[config.mk]
export PLATFORM = sky130hd
export DESIGN_NAME = lowpower_cal_sleep_wake_scheduler
export DESIGN_NICKNAME = d
export VERILOG_FILES = /design/src/verilog/lpcal_sched_pkg.sv /design/src/verilog/delay_timer.sv /design/src/verilog/lowpower_cal_sleep_wake_scheduler.sv
export SDC_FILE = /design/constraint.sdc
export NUM_CORES = 1
export LEC_CHECK = 0
export ABC_AREA = 1
export ABC_CLOCK_PERIOD_IN_PS = 2200
export BUFFER_PORTS_ARGS = -buffer_cell sky130_fd_sc_hd__clkbuf_2
export CAP_MARGIN = 10
export CORE_ASPECT_RATIO = 0.6
export CORE_MARGIN = 1
export CORE_UTILIZATION = 44
export CTS_BUF_LIST = sky130_fd_sc_hd__clkbuf_8
export DETAILED_ROUTE_END_ITERATION = 10
export GPL_ROUTABILITY_DRIVEN = 0
export GPL_TIMING_DRIVEN = 0
export PLACE_DENSITY = 0.76
export SYNTH_ARGS = -nofsm -noshare
export SYNTH_HDL_FRONTEND = slang
export SYNTH_SLANG_ARGS = --single-unit
[constraint.sdc]
create_clock -name aclk -period 2.2 [get_ports aclk]
set_input_delay 0.11 -clock aclk [delete_from_list [all_inputs] [get_ports aclk]]
set_output_delay 0.11 -clock aclk [all_outputs]
set_load 0.02 [all_outputs]
[src/verilog/lpcal_sched_pkg.sv]
package lpcal_sched_pkg;

  localparam int ADDR_W = 12;
  localparam int DATA_W = 32;
  localparam int CNT_W  = 42;
  localparam int EXP_W  = 6;

  // register indices; the byte address is four times the index
  localparam logic [7:0] IDX_CONTROL = 8'h6E;
  localparam logic [7:0] IDX_DATA_EN = 8'h70;
  localparam logic [7:0] IDX_DATA    = 8'h71;
  localparam logic [7:0] IDX_CONFIG  = 8'h60;
  localparam logic [7:0] IDX_STATUS  = 8'h61;

  localparam logic [7:0] CONTROL_RESET = 8'h88;
  localparam logic [7:0] DATA_EN_RESET = 8'h00;
  localparam logic [7:0] CONFIG_RESET  = 8'h04;

  localparam int CTL_EN_BIT    = 0;
  localparam int CTL_TRIG_BIT  = 1;
  localparam int CTL_WAKE_LSB  = 3;
  localparam int CTL_SLEEP_LSB = 5;
  localparam int CFG_BG_BIT    = 0;
  localparam int CFG_SRC_BIT   = 1;
  localparam int CFG_SOFT_BIT  = 2;
  localparam int CFG_W         = 3;
  localparam int DATA_EN_BIT   = 0;

  // delays are (2^E + 1) * 256 sample clock periods
  localparam int DELAY_UNIT = 256;
  localparam logic [8*EXP_W-1:0] SLEEP_EXP_DEFAULT =
    {6'h21, 6'h1E, 6'h1B, 6'h18, 6'h15, 6'h12, 6'h0F, 6'h03};
  localparam logic [4*EXP_W-1:0] WAKE_EXP_DEFAULT = {6'h18, 6'h15, 6'h12, 6'h03};

  localparam logic [1:0] RESP_OKAY   = 2'h0;
  localparam logic [1:0] RESP_SLVERR = 2'h2;

  typedef enum logic [1:0] {
    ST_IDLE   = 2'h0,
    ST_SLEEP  = 2'h1,
    ST_SETTLE = 2'h3,
    ST_CALIB  = 2'h2
  } sched_state_t;

  function automatic logic [CNT_W-1:0] delay_count(input logic [EXP_W-1:0] e, input int unit);
    delay_count = CNT_W'(((CNT_W'(1) << e) + CNT_W'(1)) * CNT_W'(unit));
  endfunction : delay_count

  // word index of a byte address, all ones when outside the map
  function automatic logic [7:0] reg_index(input logic [ADDR_W-1:0] addr);
    reg_index = (addr[ADDR_W-1:10] == 2'h0) ? addr[9:2] : 8'hFF;
  endfunction : reg_index

endpackage : lpcal_sched_pkg

[src/verilog/delay_timer.sv]
`timescale 1ns/100ps
module delay_timer
  import lpcal_sched_pkg::*;
(
  input  wire logic             aclk,       // sample clock
  input  wire logic             aresetn,    // synchronous reset, active low
  input  wire logic             load,       // start a new delay
  input  wire logic [CNT_W-1:0] load_count, // delay length in cycles
  output logic                  expired     // last cycle of the delay
);

  logic [CNT_W-1:0] count;
  logic [CNT_W-1:0] next_count;

  always_comb
  begin
    next_count = count;
    if (load)
      next_count = load_count;
    else if (count != '0)
      next_count = count - CNT_W'(1);
  end

  always_ff @(posedge aclk)
  begin
    if (!aresetn)
      count <= '0;
    else
      count <= next_count;
  end

  // a delay of n cycles raises this on the n-th cycle after load
  assign expired = (count == CNT_W'(1));

endmodule : delay_timer

[src/verilog/lowpower_cal_sleep_wake_scheduler.sv]
`timescale 1ns/100ps
module lowpower_cal_sleep_wake_scheduler
  import lpcal_sched_pkg::*;
#(
  parameter logic [8*EXP_W-1:0] SLEEP_EXP_TABLE = SLEEP_EXP_DEFAULT,
  parameter logic [4*EXP_W-1:0] WAKE_EXP_TABLE  = WAKE_EXP_DEFAULT,
  parameter int                 UNIT_CYCLES     = DELAY_UNIT
)
(
  input  wire logic              aclk,               // sample clock, 25 MHz
  input  wire logic              aresetn,            // synchronous reset, active low
  input  wire logic [ADDR_W-1:0] awaddr,             // write address
  input  wire logic [2:0]        awprot,             // unused
  input  wire logic              awvalid,            // write address valid
  output logic                   awready,            // write address ready
  input  wire logic [DATA_W-1:0] wdata,              // write data
  input  wire logic [3:0]        wstrb,              // byte enables
  input  wire logic              wvalid,             // write data valid
  output logic                   wready,             // write data ready
  output logic [1:0]             bresp,              // write response
  output logic                   bvalid,             // write response valid
  input  wire logic              bready,             // write response ready
  input  wire logic [ADDR_W-1:0] araddr,             // read address
  input  wire logic [2:0]        arprot,             // unused
  input  wire logic              arvalid,            // read address valid
  output logic                   arready,            // read address ready
  output logic [DATA_W-1:0]      rdata,              // read data
  output logic [1:0]             rresp,              // read response
  output logic                   rvalid,             // read data valid
  input  wire logic              rready,             // read data ready
  input  wire logic              calib_trigger_pin,  // hardware trigger, async, low wakes
  input  wire logic              calib_done,         // calibration engine finished a pass
  input  wire logic [7:0]        cal_data_in,        // calibration value for a read
  output logic                   core_sleep,         // converter core held asleep
  output logic                   calib_start,        // one-cycle start of calibration
  output logic                   calib_data_enable,  // data access open
  output logic                   cal_data_wr_strobe, // one-cycle data write
  output logic [7:0]             cal_data_wr_value,  // value written
  output logic                   cal_data_rd_strobe  // one-cycle data read
);

  // trigger pin synchroniser
  logic trig_s1;
  logic trig_s2;
  logic trig_s3;
  logic trig_level;
  logic next_trig_level;

  always_comb
  begin
    next_trig_level = trig_level;
    if (trig_s2 == trig_s3)
      next_trig_level = trig_s3;
  end

  always_ff @(posedge aclk)
  begin
    if (!aresetn)
    begin
      trig_s1    <= 1'b1;
      trig_s2    <= 1'b1;
      trig_s3    <= 1'b1;
      trig_level <= 1'b1;
    end
    else
    begin
      trig_s1    <= calib_trigger_pin;
      trig_s2    <= trig_s1;
      trig_s3    <= trig_s2;
      trig_level <= next_trig_level;
    end
  end

  // registers and bus slave
  logic [7:0]        control;
  logic [7:0]        data_en;
  logic [CFG_W-1:0]  config_bits;
  logic [ADDR_W-1:0] wr_addr;
  logic [7:0]        wr_byte;
  logic              wr_lane;
  logic [7:0]        next_control;
  logic [7:0]        next_data_en;
  logic [CFG_W-1:0]  next_config_bits;
  logic [ADDR_W-1:0] next_wr_addr;
  logic [7:0]        next_wr_byte;
  logic              next_wr_lane;
  logic              next_awready;
  logic              next_wready;
  logic              next_bvalid;
  logic [1:0]        next_bresp;
  logic              next_arready;
  logic              next_rvalid;
  logic [DATA_W-1:0] next_rdata;
  logic [1:0]        next_rresp;
  logic              next_wr_strobe;
  logic [7:0]        next_wr_value;
  logic              next_rd_strobe;
  logic [7:0]        rd_byte;
  logic [7:0]        status_byte;
  sched_state_t      state;
  logic              lp_active;
  logic              trig_sel;

  assign lp_active   = control[CTL_EN_BIT] & config_bits[CFG_BG_BIT];
  assign trig_sel    = config_bits[CFG_SRC_BIT] ? trig_level : config_bits[CFG_SOFT_BIT];
  assign status_byte = {3'h0, trig_level, lp_active, core_sleep, state};

  always_comb
  begin
    next_control     = control;
    next_data_en     = data_en;
    next_config_bits = config_bits;
    next_wr_addr     = wr_addr;
    next_wr_byte     = wr_byte;
    next_wr_lane     = wr_lane;
    next_awready     = awready;
    next_wready      = wready;
    next_bvalid      = bvalid;
    next_bresp       = bresp;
    next_arready     = arready;
    next_rvalid      = rvalid;
    next_rdata       = rdata;
    next_rresp       = rresp;
    next_wr_strobe   = 1'b0;
    next_wr_value    = cal_data_wr_value;
    next_rd_strobe   = 1'b0;
    rd_byte          = 8'h00;
    if (awvalid && awready)
    begin
      next_wr_addr = awaddr;
      next_awready = 1'b0;
    end
    if (wvalid && wready)
    begin
      next_wr_byte = wdata[7:0];
      next_wr_lane = wstrb[0];
      next_wready  = 1'b0;
    end
    // both halves held: perform the write and answer
    if (!awready && !wready && !bvalid)
    begin
      next_bvalid = 1'b1;
      next_bresp  = RESP_OKAY;
      case (reg_index(wr_addr))
        IDX_CONTROL: if (wr_lane) next_control = wr_byte;
        IDX_DATA_EN: if (wr_lane) next_data_en = wr_byte;
        IDX_CONFIG:  if (wr_lane) next_config_bits = wr_byte[CFG_W-1:0];
        IDX_STATUS:  next_bresp = RESP_OKAY;
        IDX_DATA:
        begin
          if (!data_en[DATA_EN_BIT])
            next_bresp = RESP_SLVERR;
          else if (wr_lane)
          begin
            next_wr_strobe = 1'b1;
            next_wr_value  = wr_byte;
          end
        end
        default: next_bresp = RESP_SLVERR;
      endcase
    end
    if (bvalid && bready)
    begin
      next_bvalid  = 1'b0;
      next_awready = 1'b1;
      next_wready  = 1'b1;
    end
    if (arvalid && arready)
    begin
      next_arready = 1'b0;
      next_rvalid  = 1'b1;
      next_rresp   = RESP_OKAY;
      case (reg_index(araddr))
        IDX_CONTROL: rd_byte = control;
        IDX_DATA_EN: rd_byte = data_en;
        IDX_CONFIG:  rd_byte = {{(8-CFG_W){1'b0}}, config_bits};
        IDX_STATUS:  rd_byte = status_byte;
        IDX_DATA:
        begin
          if (data_en[DATA_EN_BIT])
          begin
            rd_byte        = cal_data_in;
            next_rd_strobe = 1'b1;
          end
          else
            next_rresp = RESP_SLVERR;
        end
        default: next_rresp = RESP_SLVERR;
      endcase
      next_rdata = {{(DATA_W-8){1'b0}}, rd_byte};
    end
    if (rvalid && rready)
    begin
      next_rvalid  = 1'b0;
      next_arready = 1'b1;
    end
  end

  always_ff @(posedge aclk)
  begin
    if (!aresetn)
    begin
      control            <= CONTROL_RESET;
      data_en            <= DATA_EN_RESET;
      config_bits        <= CONFIG_RESET[CFG_W-1:0];
      wr_addr            <= '0;
      wr_byte            <= 8'h00;
      wr_lane            <= 1'b0;
      awready            <= 1'b1;
      wready             <= 1'b1;
      bvalid             <= 1'b0;
      bresp              <= RESP_OKAY;
      arready            <= 1'b1;
      rvalid             <= 1'b0;
      rdata              <= '0;
      rresp              <= RESP_OKAY;
      cal_data_wr_strobe <= 1'b0;
      cal_data_wr_value  <= 8'h00;
      cal_data_rd_strobe <= 1'b0;
    end
    else
    begin
      control            <= next_control;
      data_en            <= next_data_en;
      config_bits        <= next_config_bits;
      wr_addr            <= next_wr_addr;
      wr_byte            <= next_wr_byte;
      wr_lane            <= next_wr_lane;
      awready            <= next_awready;
      wready             <= next_wready;
      bvalid             <= next_bvalid;
      bresp              <= next_bresp;
      arready            <= next_arready;
      rvalid             <= next_rvalid;
      rdata              <= next_rdata;
      rresp              <= next_rresp;
      cal_data_wr_strobe <= next_wr_strobe;
      cal_data_wr_value  <= next_wr_value;
      cal_data_rd_strobe <= next_rd_strobe;
    end
  end

  assign calib_data_enable = data_en[DATA_EN_BIT];

  // sleep / wake scheduler
  sched_state_t     next_state;
  logic             next_core_sleep;
  logic             next_calib_start;
  logic             timer_load;
  logic [CNT_W-1:0] timer_value;
  logic             timer_expired;
  logic [CNT_W-1:0] sleep_count;
  logic [CNT_W-1:0] settle_count;
  logic [CNT_W-1:0] dwell;
  logic [CNT_W-1:0] next_dwell;
  logic [CNT_W-1:0] timer_target;
  logic [CNT_W-1:0] next_timer_target;
  logic [2:0]       sleep_delay_code;
  logic [1:0]       settle_delay_code;
  logic             wake_on_trigger_mode;

  assign sleep_delay_code     = control[CTL_SLEEP_LSB +: 3];
  assign settle_delay_code    = control[CTL_WAKE_LSB +: 2];
  assign wake_on_trigger_mode = control[CTL_TRIG_BIT];
  assign sleep_count  = delay_count(SLEEP_EXP_TABLE[sleep_delay_code*EXP_W +: EXP_W], UNIT_CYCLES);
  assign settle_count = delay_count(WAKE_EXP_TABLE[settle_delay_code*EXP_W +: EXP_W], UNIT_CYCLES);

  delay_timer u_timer (
    .aclk       (aclk),
    .aresetn    (aresetn),
    .load       (timer_load),
    .load_count (timer_value),
    .expired    (timer_expired)
  );

  always_comb
  begin
    next_state  = state;
    timer_load  = 1'b0;
    timer_value = sleep_count;
    case (state)
      ST_IDLE:
      begin
        next_state = ST_SLEEP;
        timer_load = 1'b1;
      end
      ST_SLEEP:
      begin
        // the timer is ignored in trigger mode; sleep lasts until the trigger drops
        if (wake_on_trigger_mode ? !trig_sel : timer_expired)
        begin
          next_state  = ST_SETTLE;
          timer_load  = 1'b1;
          timer_value = settle_count;
        end
      end
      ST_SETTLE:
        if (timer_expired)
          next_state = ST_CALIB;
      ST_CALIB:
      begin
        if (calib_done)
        begin
          next_state = ST_SLEEP;
          timer_load = 1'b1;
        end
      end
      default: next_state = ST_IDLE;
    endcase
    if (!lp_active)
    begin
      next_state = ST_IDLE;
      timer_load = 1'b0;
    end
    next_core_sleep   = (next_state == ST_SLEEP);
    next_calib_start  = (next_state == ST_CALIB) && (state != ST_CALIB);
    next_dwell        = (next_state != state) ? CNT_W'(1) : dwell + CNT_W'(1);
    next_timer_target = timer_load ? timer_value : timer_target;
  end

  always_ff @(posedge aclk)
  begin
    if (!aresetn)
    begin
      state        <= ST_IDLE;
      core_sleep   <= 1'b0;
      calib_start  <= 1'b0;
      dwell        <= CNT_W'(1);
      timer_target <= '0;
    end
    else
    begin
      state        <= next_state;
      core_sleep   <= next_core_sleep;
      calib_start  <= next_calib_start;
      dwell        <= next_dwell;
      timer_target <= next_timer_target;
    end
  end

  off_when_disabled_a: assert property (@(posedge aclk) disable iff (!aresetn)
    !lp_active |=> state == ST_IDLE && !core_sleep)
    else $error("scheduler active while disabled");

  sleep_length_a: assert property (@(posedge aclk) disable iff (!aresetn)
    state == ST_SLEEP && next_state == ST_SETTLE && !wake_on_trigger_mode |-> dwell == timer_target)
    else $error("autonomous sleep ended at wrong cycle");

  sleep_count_a: assert property (@(posedge aclk) disable iff (!aresetn)
    state != ST_SLEEP && next_state == ST_SLEEP |=> timer_target == $past(sleep_count))
    else $error("sleep timer loaded with wrong count");

  trigger_hold_a: assert property (@(posedge aclk) disable iff (!aresetn)
    lp_active && state == ST_SLEEP && wake_on_trigger_mode && trig_sel |=> state == ST_SLEEP && core_sleep)
    else $error("core woke without trigger");

  trigger_wake_a: assert property (@(posedge aclk) disable iff (!aresetn)
    lp_active && state == ST_SLEEP && wake_on_trigger_mode && !trig_sel |=> state == ST_SETTLE && !core_sleep)
    else $error("low trigger did not wake core");

  settle_length_a: assert property (@(posedge aclk) disable iff (!aresetn)
    state == ST_SLEEP && next_state == ST_SETTLE ##1 (state == ST_SETTLE)[*1] |->
      timer_target == $past(settle_count))
    else $error("settle delay loaded with wrong count");

  settle_end_a: assert property (@(posedge aclk) disable iff (!aresetn)
    state == ST_SETTLE && next_state == ST_CALIB |-> dwell == timer_target ##1 calib_start)
    else $error("calibration start not after settle delay");

  data_gate_a: assert property (@(posedge aclk) disable iff (!aresetn)
    cal_data_wr_strobe || cal_data_rd_strobe |-> $past(data_en[DATA_EN_BIT]))
    else $error("data access while disabled");

  soft_trigger_a: assert property (@(posedge aclk) disable iff (!aresetn)
    lp_active && state == ST_SLEEP && wake_on_trigger_mode && !config_bits[CFG_SRC_BIT]
      && config_bits[CFG_SOFT_BIT] |=> state == ST_SLEEP)
    else $error("pin used while software trigger selected");

  cycle_repeat_a: assert property (@(posedge aclk) disable iff (!aresetn)
    lp_active && state == ST_CALIB && calib_done |=> state == ST_SLEEP && core_sleep)
    else $error("cycle did not return to sleep");

endmodule : lowpower_cal_sleep_wake_scheduler

==> results of run 1 <==
[flip-flops by register name, indices dropped and copies added (netlist names), 2 cells and up]
register,count
cal_data_wr_value,8
data_en,8
wr_addr,10
u_timer.count,42
rdata,8
control,8
config_bits,3
state,2
wr_byte,8
[layout make-up]
cell class                      instances  area share
Timing Repair Buffer                  116     0.09529
Tap cell                              192     0.02994
Buffer                                 54     0.04320
Inverter                               98     0.04726
Clock inverter                         10     0.01372
Clock buffer                           21     0.03603
Sequential cell                       113      0.2834
Multi-Input combinational cell        677      0.4512
[critical path: cells and delay by family (launching register included)]
family,cells,cell delay (ns)
flip-flops,1,0.38
XOR/XNOR,1,0.12
AND/OR/NAND/NOR,8,0.96
adder cells (fa/ha/maj),2,0.40
AO/OA/AOI/OAI,1,0.07
buffers and inverters,2,0.09
[per-layer routing]
metal | global-route usage | vias up | part of all wire
li1 | - | 3305 | -
met1 | 0.3960 | 3081 | 0.48
met2 | 0.3601 | 346 | 0.38
met3 | 0.08811 | 34 | 0.12
met4 | 0.06863 | 0 | 0.014
met5 | 0 | - | 0
[Yosys cell counts (9+ instances only)]
| cell | count |
|---|---|
| xnor2_1 | 9 |
| nand3_1 | 54 |
| nor2_2 | 13 |
| nor2_1 | 141 |
| ha_1 | 9 |
| dfxtp_1 | 113 |
| o211ai_1 | 9 |
| o21ai_0 | 73 |
| buf_4 | 26 |
| clkbuf_1 | 17 |
| inv_1 | 93 |
| a21oi_1 | 66 |
| nand2_1 | 143 |
| xor2_1 | 18 |
| nand4_1 | 34 |
| nor3_1 | 30 |
[power by group]
part           switching, mW  total [mW]  internal (mW)  leakage (nW)
logic                   3.33        5.29           1.96          2.46
clock network          0.905        2.02           1.11         0.201
registers              0.388        2.81           2.42         0.924
total                   4.63        10.1           5.49          3.58
[through the flow]
| stage | power [mW] | hold slack (ns) | setup TNS [ns] | setup WS (ns) |
|---|---|---|---|---|
| floorplan | 6.272 | 0.2166 | 0 | 0.05230 |
| global placement | 7.206 | 0.2998 | -1.428 | -0.2727 |
| detailed placement | 7.302 | 0.3033 | -1.637 | -0.2643 |
| finish | 10.12 | 0.07175 | 0 | 0.02731 |
| CTS | 9.494 | 0.06479 | 0 | 0.001576 |
| global route | 10.83 | 0.1063 | -0.3269 | -0.1081 |
[timing repair]
action / 4_1_cts / 5_1_grt
cloned: 0 / 0
pin swaps: 7 / 15
setup endpoints to repair: 25 / 49
resized for setup: 22 / 53
hold endpoints to repair: 27 / 0
hold buffers: 25 / 0
buffers inserted: 9 / 12
[final timing paths]
check,start,end,depth (start not counted)
max,control[5]$_SDFFE_PN0P_,u_timer.count[10]$_SDFFE_PN0P_,14
min reg2reg,trig_s1$_SDFF_PN1_,trig_s2$_SDFF_PN1_,1
max reg2reg,control[5]$_SDFFE_PN0P_,u_timer.count[10]$_SDFFE_PN0P_,14
min,araddr[2],cal_data_rd_strobe$_SDFF_PN0_,5
[kinds of logic (layout without fill, tap and decap cells)]
| group | after synthesis | in the layout |
|---|---|---|
| mux | 1 | 1 |
| simple gates | 443 | 443 |
| compound gates | 169 | 169 |
| buf+inv | 152 | 299 |
| fa+ha+maj | 9 | 9 |
| other cells | 1 | 28 |
| xor+xnor | 27 | 27 |
| flops | 113 | 113 |
[layout by cell type (no fill, tap or decap), types with 34 or more instances in the layout]
cell / Yosys / routed
inv_1: 93 / 91
clkbuf_2: 0 / 74
nand3_1: 54 / 51
dfxtp_1: 113 / 108
a21oi_1: 66 / 65
buf_4: 26 / 43
o21ai_0: 73 / 72
nor2_1: 141 / 126
nand4_1: 34 / 34
nand2_1: 143 / 136
==> metrics.md, run 1 <==
| Metric | Value |
|---|---|
| Row Count | 33 |
| Pwr/cell area | between 1000 and 1500 nW/um^2 |
| Synth Area in Adders | 0.01795 |
| Largest cells by area after synthesis | dfxtp_1 36%, nand2_1 8.6%, nor2_1 8.4% |
| Fillers | between 1000 and 1500 |
| Drt total wl | 19420 um |
| Worst rel slew slack | 0.3324 |
| CP max stage cell | dfxtp_4 |
| Area growth from synthesis to layout | 27.91% |
| # clock sinks | ~110 |
| Worst Path Arrival | 2.47 ns |
| Dpl cells | roughly 1200 |
| Post-Syn Area | around 6300 um^2 |
| Port Buf Inserts | slightly above 70 |
| Via count | around 6800 |
| Endpoints failing setup | 0 |
| Initial core utilization | 0.4548 |
| Clk root buf | clkbuf_8 |
| Post-synthesis xor/xnor area fraction | 0.03770 |
| N_diodes | 0 |
| Worst-margin pin slew | 0.9937 ns |
| Core Util, Final | 0.5817 |
| Placed inst area | 6975 um^2 |
| YS warnings | 0 |
| Compound-Gate Fraction of Synth Area | 0.1494 |
| Register area | 2273 um^2 |
| # nets final | ~1200 |
| CTS tree | built |
| Grt ovf | 0 |
| Routed WL per cell | roughly 15 um |
| Vias in the first global route | ~5900 |
| Max IR drop VDD | between 600 and 700 uV |
| Req. time, crit path | about 2.5 ns |
| RSZ-0062 raised after global routing | yes |
| Core Region | ~14000 um^2 |
| Avg Cell Area, Syn | about 6.9 um^2 |
| Initial DRC Count | 708 |
| Overall Global Routing Usage | 0.2667 |
| Global-route wire length before repair | approximately 30000 um |
| Final Instance Area | 8023 um^2 |
| Largest net degree at the start of global routing | 17 |
| Via/cell ratio | between 5 and 6 |
| Critical path class | reg -> reg |
| Lkg Pwr | around 3.6 nW |
| HPWL Detailed | about 14000 um |
| Final Hold Vio Count | 0 |
| Hold Crit Class | in -> reg |
| Status | finished clean |
| Post-synthesis sequential area ratio | 0.3607 |
| Final critical-path share of the clock period | 0.9876 |
| Post-synth EDFFs | 0 |
| Share of cells above drive strength 1 | 0.2176 |
| Mux share of post-synthesis cell area | 0.001596 |
| Non-Filler Instances | about 1300 |
| Max frequency | about 460 MHz |
| Worst-Skew Late Latency | between 0.4 and 0.5 ns |
| Initial antenna violation count | 0 |
| FF+latch count, synth | ~110 |
| FFs w/ async S/R, synth | 0 |
| IO Count | 137 |
| Antenna Nets Post-Route | 0 |
| CP Launch Type | flop |
| Crit path cell chain | inv_6 > ha_4 > nand2_2 > and2_4 > or2_4 > nor2_4 > nand2_2 > nor2_4 > ha_4 > inv_2 > xor2_1 > nand2_1 > nand3_1 > a21oi_1 |
| Worst setup slack for register-to-register paths | ~0.027 ns |
| Worst stage delay on the critical path | about 0.38 ns |
| Cts bufs inserted | 17 |
| DIE AREA | approximately 15000 um^2 |
| Clock transition at the registers of the reported paths | 0.08 ns |
| Largest family of logic cells by synthesized area | simple AND/OR/NAND/NOR gates |
| Endpoint class of the critical path | flop |
| Tmin final | 2.173 ns |
| Area taken by multi-input logic gates | between 3000 and 4000 um^2 |
| Max Fanout on Critical Path | 4 |
| Die H | around 94 um |
| Max-slew violations | 0 |
| Syn Inst Count | 915 |
| Max_cap viols | 0 |
| DRC | 0 |
| Die width | 156.1 um |
| Post-synth top flop | dfxtp_1 |
| Share of the synthesized area in the top cell type | 0.3607 |
| Pre-Repair DR Iteration Count | 6 |
| Fin Clk Skew | about 0.011 ns |
| Synth cell types | 42 |
| Largest area contributor in the netlist | dfxtp_1 |
| H-tree Lvls | 4 |
| Max clock buf depth | 2 |
| Simple-gate portion of the synthesized area | 0.3194 |
Note: power is estimated with default switching activity, not from simulation.
==> run 2, diff against run 1 <==
--- a/config.mk
+++ b/config.mk
@@ -16,7 +16,7 @@
 export DETAILED_ROUTE_END_ITERATION = 10
 export GPL_ROUTABILITY_DRIVEN = 0
 export GPL_TIMING_DRIVEN = 0
-export PLACE_DENSITY = 0.76
+export PLACE_DENSITY = 0.69
 export SYNTH_ARGS = -nofsm -noshare
 export SYNTH_HDL_FRONTEND = slang
 export SYNTH_SLANG_ARGS = --single-unit
==> metrics.md, run 2 (synthesis gave the netlist of run 1 again) <==
| Metric | Value |
|---|---|
| Clk root buf | clkbuf_8 |
| N_diodes | 0 |
| Largest net degree at the start of global routing | 17 |
| DRC | 0 |
| Most frequent cells in the layout | 133 x nand2_1, 125 x nor2_1, 111 x dfxtp_1 |
| Max IR drop VDD | about 760 uV |
| Final Hold Vio Count | 0 |
| Worst Path Arrival | 2.52 ns |
| # nets final | about 1200 |
| Initial antenna violation count | 0 |
| Port Buf Inserts | 72 |
| Worst setup margin | -0.03477 ns |
| Endpoints failing setup | 1 |
| Cts bufs inserted | 17 |
| Largest register FFs | 42 |
| Max Fanout on Critical Path | 6 |
| Die width | roughly 160 um |
| Via/cell ratio | 5.251 |
| Worst-Skew Late Latency | between 0.4 and 0.5 ns |
| Failing checks | setup timing |
| Largest register by flop count | u_timer.count |
| Area growth from synthesis to layout | 28.47% |
| CP Launch Type | flop |
| Max clock buf depth | 2 |
| Die H | 94.49 um |
| Max_cap viols | 0 |
| Row Count | 33 |
| Worst-margin pin slew | between 0.9 and 1 ns |
| Via count | a little under 7000 |
| Endpoint class of the critical path | flop |
| Drt total wl | 19280 um |
| Max-slew violations | 0 |
| Routed WL per cell | roughly 15 um |
| Fillers | 1300 |
| Fin Clk Skew | around 0.014 ns |
| Core Region | about 14000 um^2 |
| Hold Crit Class | in -> reg |
| Pwr/cell area | approximately 1300 nW/um^2 |
| CTS tree | built |
| HPWL Detailed | 14000 um |
| Clock transition at the registers of the reported paths | roughly 0.07 ns |
| Post-Place Setup Slack | -0.2905 ns |
| Initial DRC Count | just over 700 |
| Tmin final | 2.235 ns |
| Worst rel slew slack | 0.3642 |
| Largest regs | u_timer.count (42), wr_addr (10) |
| Worst setup slack for register-to-register paths | -0.03 ns |
| RSZ-0062 raised after global routing | yes |
| Most common cell after layout, fill and taps aside | nand2_1 |
| Status | finished, violations left |
| Global-route wire length before repair | between 20000 and 30000 um |
| Max frequency | 447.5 MHz |
| Lkg Pwr | 3.625 nW |
| Worst stage delay on the critical path | about 0.39 ns |
| Crit path cell chain | ha_4 > nand2_2 > and2_4 > or2_4 > nor2_4 > nand2_2 > nor2_4 > ha_4 > inv_2 > xor2_1 > nand2_1 > nand3_1 > a21oi_1 |
| CP max stage cell | dfxtp_4 |
| Initial core utilization | 0.4548 |
| Antenna Nets Post-Route | 0 |
| Tot Pwr | 10.49 mW |
| H-tree Lvls | 4 |
| Share of cells above drive strength 1 | 0.2167 |
| IO Count | ~140 |
| Final critical-path share of the clock period | 1.016 |
| Vias in the first global route | between 5000 and 6000 |
| Critical path class | reg -> reg |
| Pre-Repair DR Iteration Count | 8 |
| DIE AREA | 14750 um^2 |
| # clock sinks | 113 |
| Overall Global Routing Usage | 0.2620 |
| Req. time, crit path | between 2 and 2.5 ns |
| Grt ovf | 0 |
run 2: area by class of cell:
type	instances	area, um^2	share of cell area
Timing Repair Buffer	115	750.7	0.09317
Buffer	54	351.6	0.04363
Inverter	98	377.9	0.04689
Sequential cell	113	2270	0.2817
Tap cell	192	240.2	0.02981
Multi-Input combinational cell	677	3613	0.4484
Clock inverter	13	192.7	0.02391
Clock buffer	19	261.5	0.03245
run 2: metrics by stage:
step            TNS, ns  instance area, um^2  hold WS [ns]  utilization  std cells
2_1_floorplan         0                 6375        0.2166            -        942
3_3_place_gp     -2.110                 6975        0.3034       0.5058       1206
3_5_place_dp     -1.980                 6975        0.3005       0.5058       1206
4_1_cts               0                 7761      0.003315       0.5628       1267
5_1_grt         -0.6729                 8058       0.01046       0.5843       1281
6_report       -0.03477                 8058       0.01939       0.5843       1281
run 2: per-layer routing:
| layer | global-route usage | up-vias | routed length (um) |
|---|---|---|---|
| met5 | 0 | - | 0 |
| li1 | - | 3302 | - |
| met3 | 0.06609 | 22 | 2310 |
| met4 | 0.06373 | 0 | 218 |
| met2 | 0.3359 | 331 | 7203 |
| met1 | 0.4155 | 3071 | 9551 |
run 2: report_power, final:
part / switching [mW] / internal, mW / total, mW
Combinational: 3.42 / 1.97 / 5.39
Clock: 0.889 / 1.39 / 2.28
Sequential: 0.395 / 2.42 / 2.81
Total: 4.71 / 5.78 / 10.5
run 2: timing repair:
item,CTS,global route
pin swaps,5,20
resized for setup,18,61
hold buffers,24,0
endpoints found under the setup margin,27,54
endpoints found under the hold margin,27,0
buffers inserted,5,14
run 2: path summary, 6_finish.rpt:
check,start,endpoint,cells past startpoint
worst min-delay path,cal_data_in[2],rdata[2]$_SDFFE_PN0P_,3
worst max register to register,control[6]$_SDFFE_PN0P_,u_timer.count[10]$_SDFFE_PN0P_,13
worst min register to register,trig_s1$_SDFF_PN1_,trig_s2$_SDFF_PN1_,1
worst max-delay path,control[6]$_SDFFE_PN0P_,u_timer.count[10]$_SDFFE_PN0P_,13
run 2: critical path: cells and delay by family, from the launching register on:
kind            cells  cell delay (ns)
buf+inv             1             0.04
simple gates        8             1.04
xor+xnor            1             0.15
fa+ha+maj           2             0.41
compound gates      1             0.06
flops               1             0.39
==> run 3, diff against run 2 <==
--- a/config.mk
+++ b/config.mk
@@ -11,12 +11,13 @@
 export CAP_MARGIN = 10
 export CORE_ASPECT_RATIO = 0.6
 export CORE_MARGIN = 1
-export CORE_UTILIZATION = 44
+export CORE_UTILIZATION = 51
 export CTS_BUF_LIST = sky130_fd_sc_hd__clkbuf_8
+export CTS_CLUSTER_DIAMETER = 50
 export DETAILED_ROUTE_END_ITERATION = 10
 export GPL_ROUTABILITY_DRIVEN = 0
 export GPL_TIMING_DRIVEN = 0
-export PLACE_DENSITY = 0.69
+export PLACE_DENSITY = 0.79
 export SYNTH_ARGS = -nofsm -noshare
 export SYNTH_HDL_FRONTEND = slang
 export SYNTH_SLANG_ARGS = --single-unit
==> metrics.md, run 3 (synthesis gave the netlist of run 1 again) <==
| Metric | Value |
|---|---|
| Max_cap viols | 0 |
| Max IR drop VDD | about 880 uV |
| Initial core utilization | 0.5390 |
| DIE AREA | ~13000 um^2 |
| Tot Pwr | around 10 mW |
| Global-route wire length before repair | between 20000 and 30000 um |
| CP Launch Type | flop |
| Critical path class | reg -> reg |
| N_diodes | 0 |
| H-tree Lvls | 4 |
| Placed inst area | ~6900 um^2 |
| Post-Place Setup Slack | -0.2563 ns |
| Clock transition at the registers of the reported paths | 0.07 ns |
| Endpoints failing setup | 2 |
| Worst-margin pin slew | ~0.94 ns |
| Pre-Repair DR Iteration Count | 6 |
| Worst-Skew Late Latency | between 0.4 and 0.5 ns |
| Largest net degree at the start of global routing | 17 |
| Die H | roughly 88 um |
| Dpl cells | approximately 1200 |
| Area growth from synthesis to layout | 26.79% |
| Tmin final | roughly 2.2 ns |
| Most common cell after layout, fill and taps aside | nand2_1 |
| Overall Global Routing Usage | 0.3000 |
| Row Count | 30 |
| # clock sinks | 113 |
| Final Instance Area | approximately 8000 um^2 |
| Failing checks | setup timing |
| Clk root buf | clkbuf_8 |
| Pwr/cell area | between 1000 and 1500 nW/um^2 |
| Die width | around 150 um |
| Largest register FFs | 42 |
| Worst hold slack | 0.01807 ns |
| Req. time, crit path | between 2 and 2.5 ns |
| Initial DRC Count | roughly 950 |
| Vias in the first global route | about 5800 |
| Lkg Pwr | between 3 and 4 nW |
| Worst setup margin | -0.006270 ns |
| Largest register by flop count | u_timer.count |
| Routed WL per cell | about 16 um |
| Worst rel slew slack | 0.3679 |
| Status | finished, violations left |
| Max Fanout on Critical Path | 3 |
| CTS tree | built |
| WHS Path Cells | 3 |
| Max-slew violations | 0 |
| Core Util, Final | 0.6834 |
| DRC | 0 |
| Final critical-path share of the clock period | 1.003 |
| Most frequent cells in the layout | 136 x nand2_1, 127 x nor2_1, 110 x dfxtp_1 |
| Fin Clk Skew | between 0.01 and 0.015 ns |
| Share of cells above drive strength 1 | 0.2226 |
| Total negative slack | -0.01233 ns |
| Non-Filler Instances | around 1300 |
| Via/cell ratio | 5.556 |
| RSZ-0062 raised after global routing | yes |
| Hold Crit Class | in -> reg |
| Cts bufs inserted | 17 |
| Max frequency | between 400 and 500 MHz |
| Grt ovf | 0 |
| IO Count | 137 |
| Port Buf Inserts | 72 |
| Drt total wl | 19560 um |
| Endpoint class of the critical path | flop |
| Core Region | ~12000 um^2 |
| Max clock buf depth | 2 |
| Reg2reg path depth | 14 |
| Initial antenna violation count | 0 |
| Largest regs | u_timer.count (42), wr_addr (10) |
| Final Hold Vio Count | 0 |
| Via count | approximately 7000 |
| Antenna Nets Post-Route | 0 |
| HPWL Detailed | 13910 um |
| Worst Path Arrival | 2.50 ns |
| # nets final | 1175 |
[run 3: worst paths after layout]
path / end / slack (ns) / start
max: u_timer.count[10]$_SDFFE_PN0P_ / -0.006 / control[5]$_SDFFE_PN0P_
min: rdata[1]$_SDFFE_PN0P_ / 0.02 / cal_data_in[1]
max reg2reg: u_timer.count[10]$_SDFFE_PN0P_ / -0.006 / control[5]$_SDFFE_PN0P_
min reg2reg: trig_s2$_SDFF_PN1_ / 0.44 / trig_s1$_SDFF_PN1_
[run 3: cell type report]
class	instances	area (um^2)
buffer	54	347.8
clock buffer	19	261.5
clock inverter	13	120.1
fill	968	3684
inverter	98	376.6
multi-input combinational	677	3580
sequential	113	2268
tap	160	200.2
timing repair buffer	122	798.3
[run 3: per-layer routing]
metal	up-vias	share of wire	track usage
li1	3332	-	-
met1	3160	0.46	0.4496
met4	0	0.014	0.07847
met3	37	0.13	0.08177
met5	-	0	0
met2	449	0.40	0.4156
[run 3: worst max-delay path, stage by stage, from the launching register on]
cell,delay (ns)
dfxtp_4,0.38
inv_6,0.04
ha_4,0.25
nand2_2,0.05
and2_4,0.14
or2_4,0.27
nor2_4,0.10
nand2_2,0.07
nor2_2,0.14
ha_2,0.19
inv_2,0.05
xor2_1,0.15
nand2_1,0.08
nand3_1,0.09
a21oi_1,0.06
[run 3: timing repair]
action | 4_1_cts | 5_1_grt
setup buffers | 8 | 21
hold endpoints to repair | 25 | 0
hold buffers | 22 | 0
gates resized for setup | 20 | 44
gates cloned | 0 | 0
endpoints found under the setup margin | 27 | 53
pin swaps | 5 | 17
[run 3: power by group]
| group | internal [mW] | switching, mW |
|---|---|---|
| registers | 2.42 | 0.380 |
| clock network | 1.04 | 0.861 |
| logic | 2.02 | 3.46 |
| total | 5.48 | 4.70 |
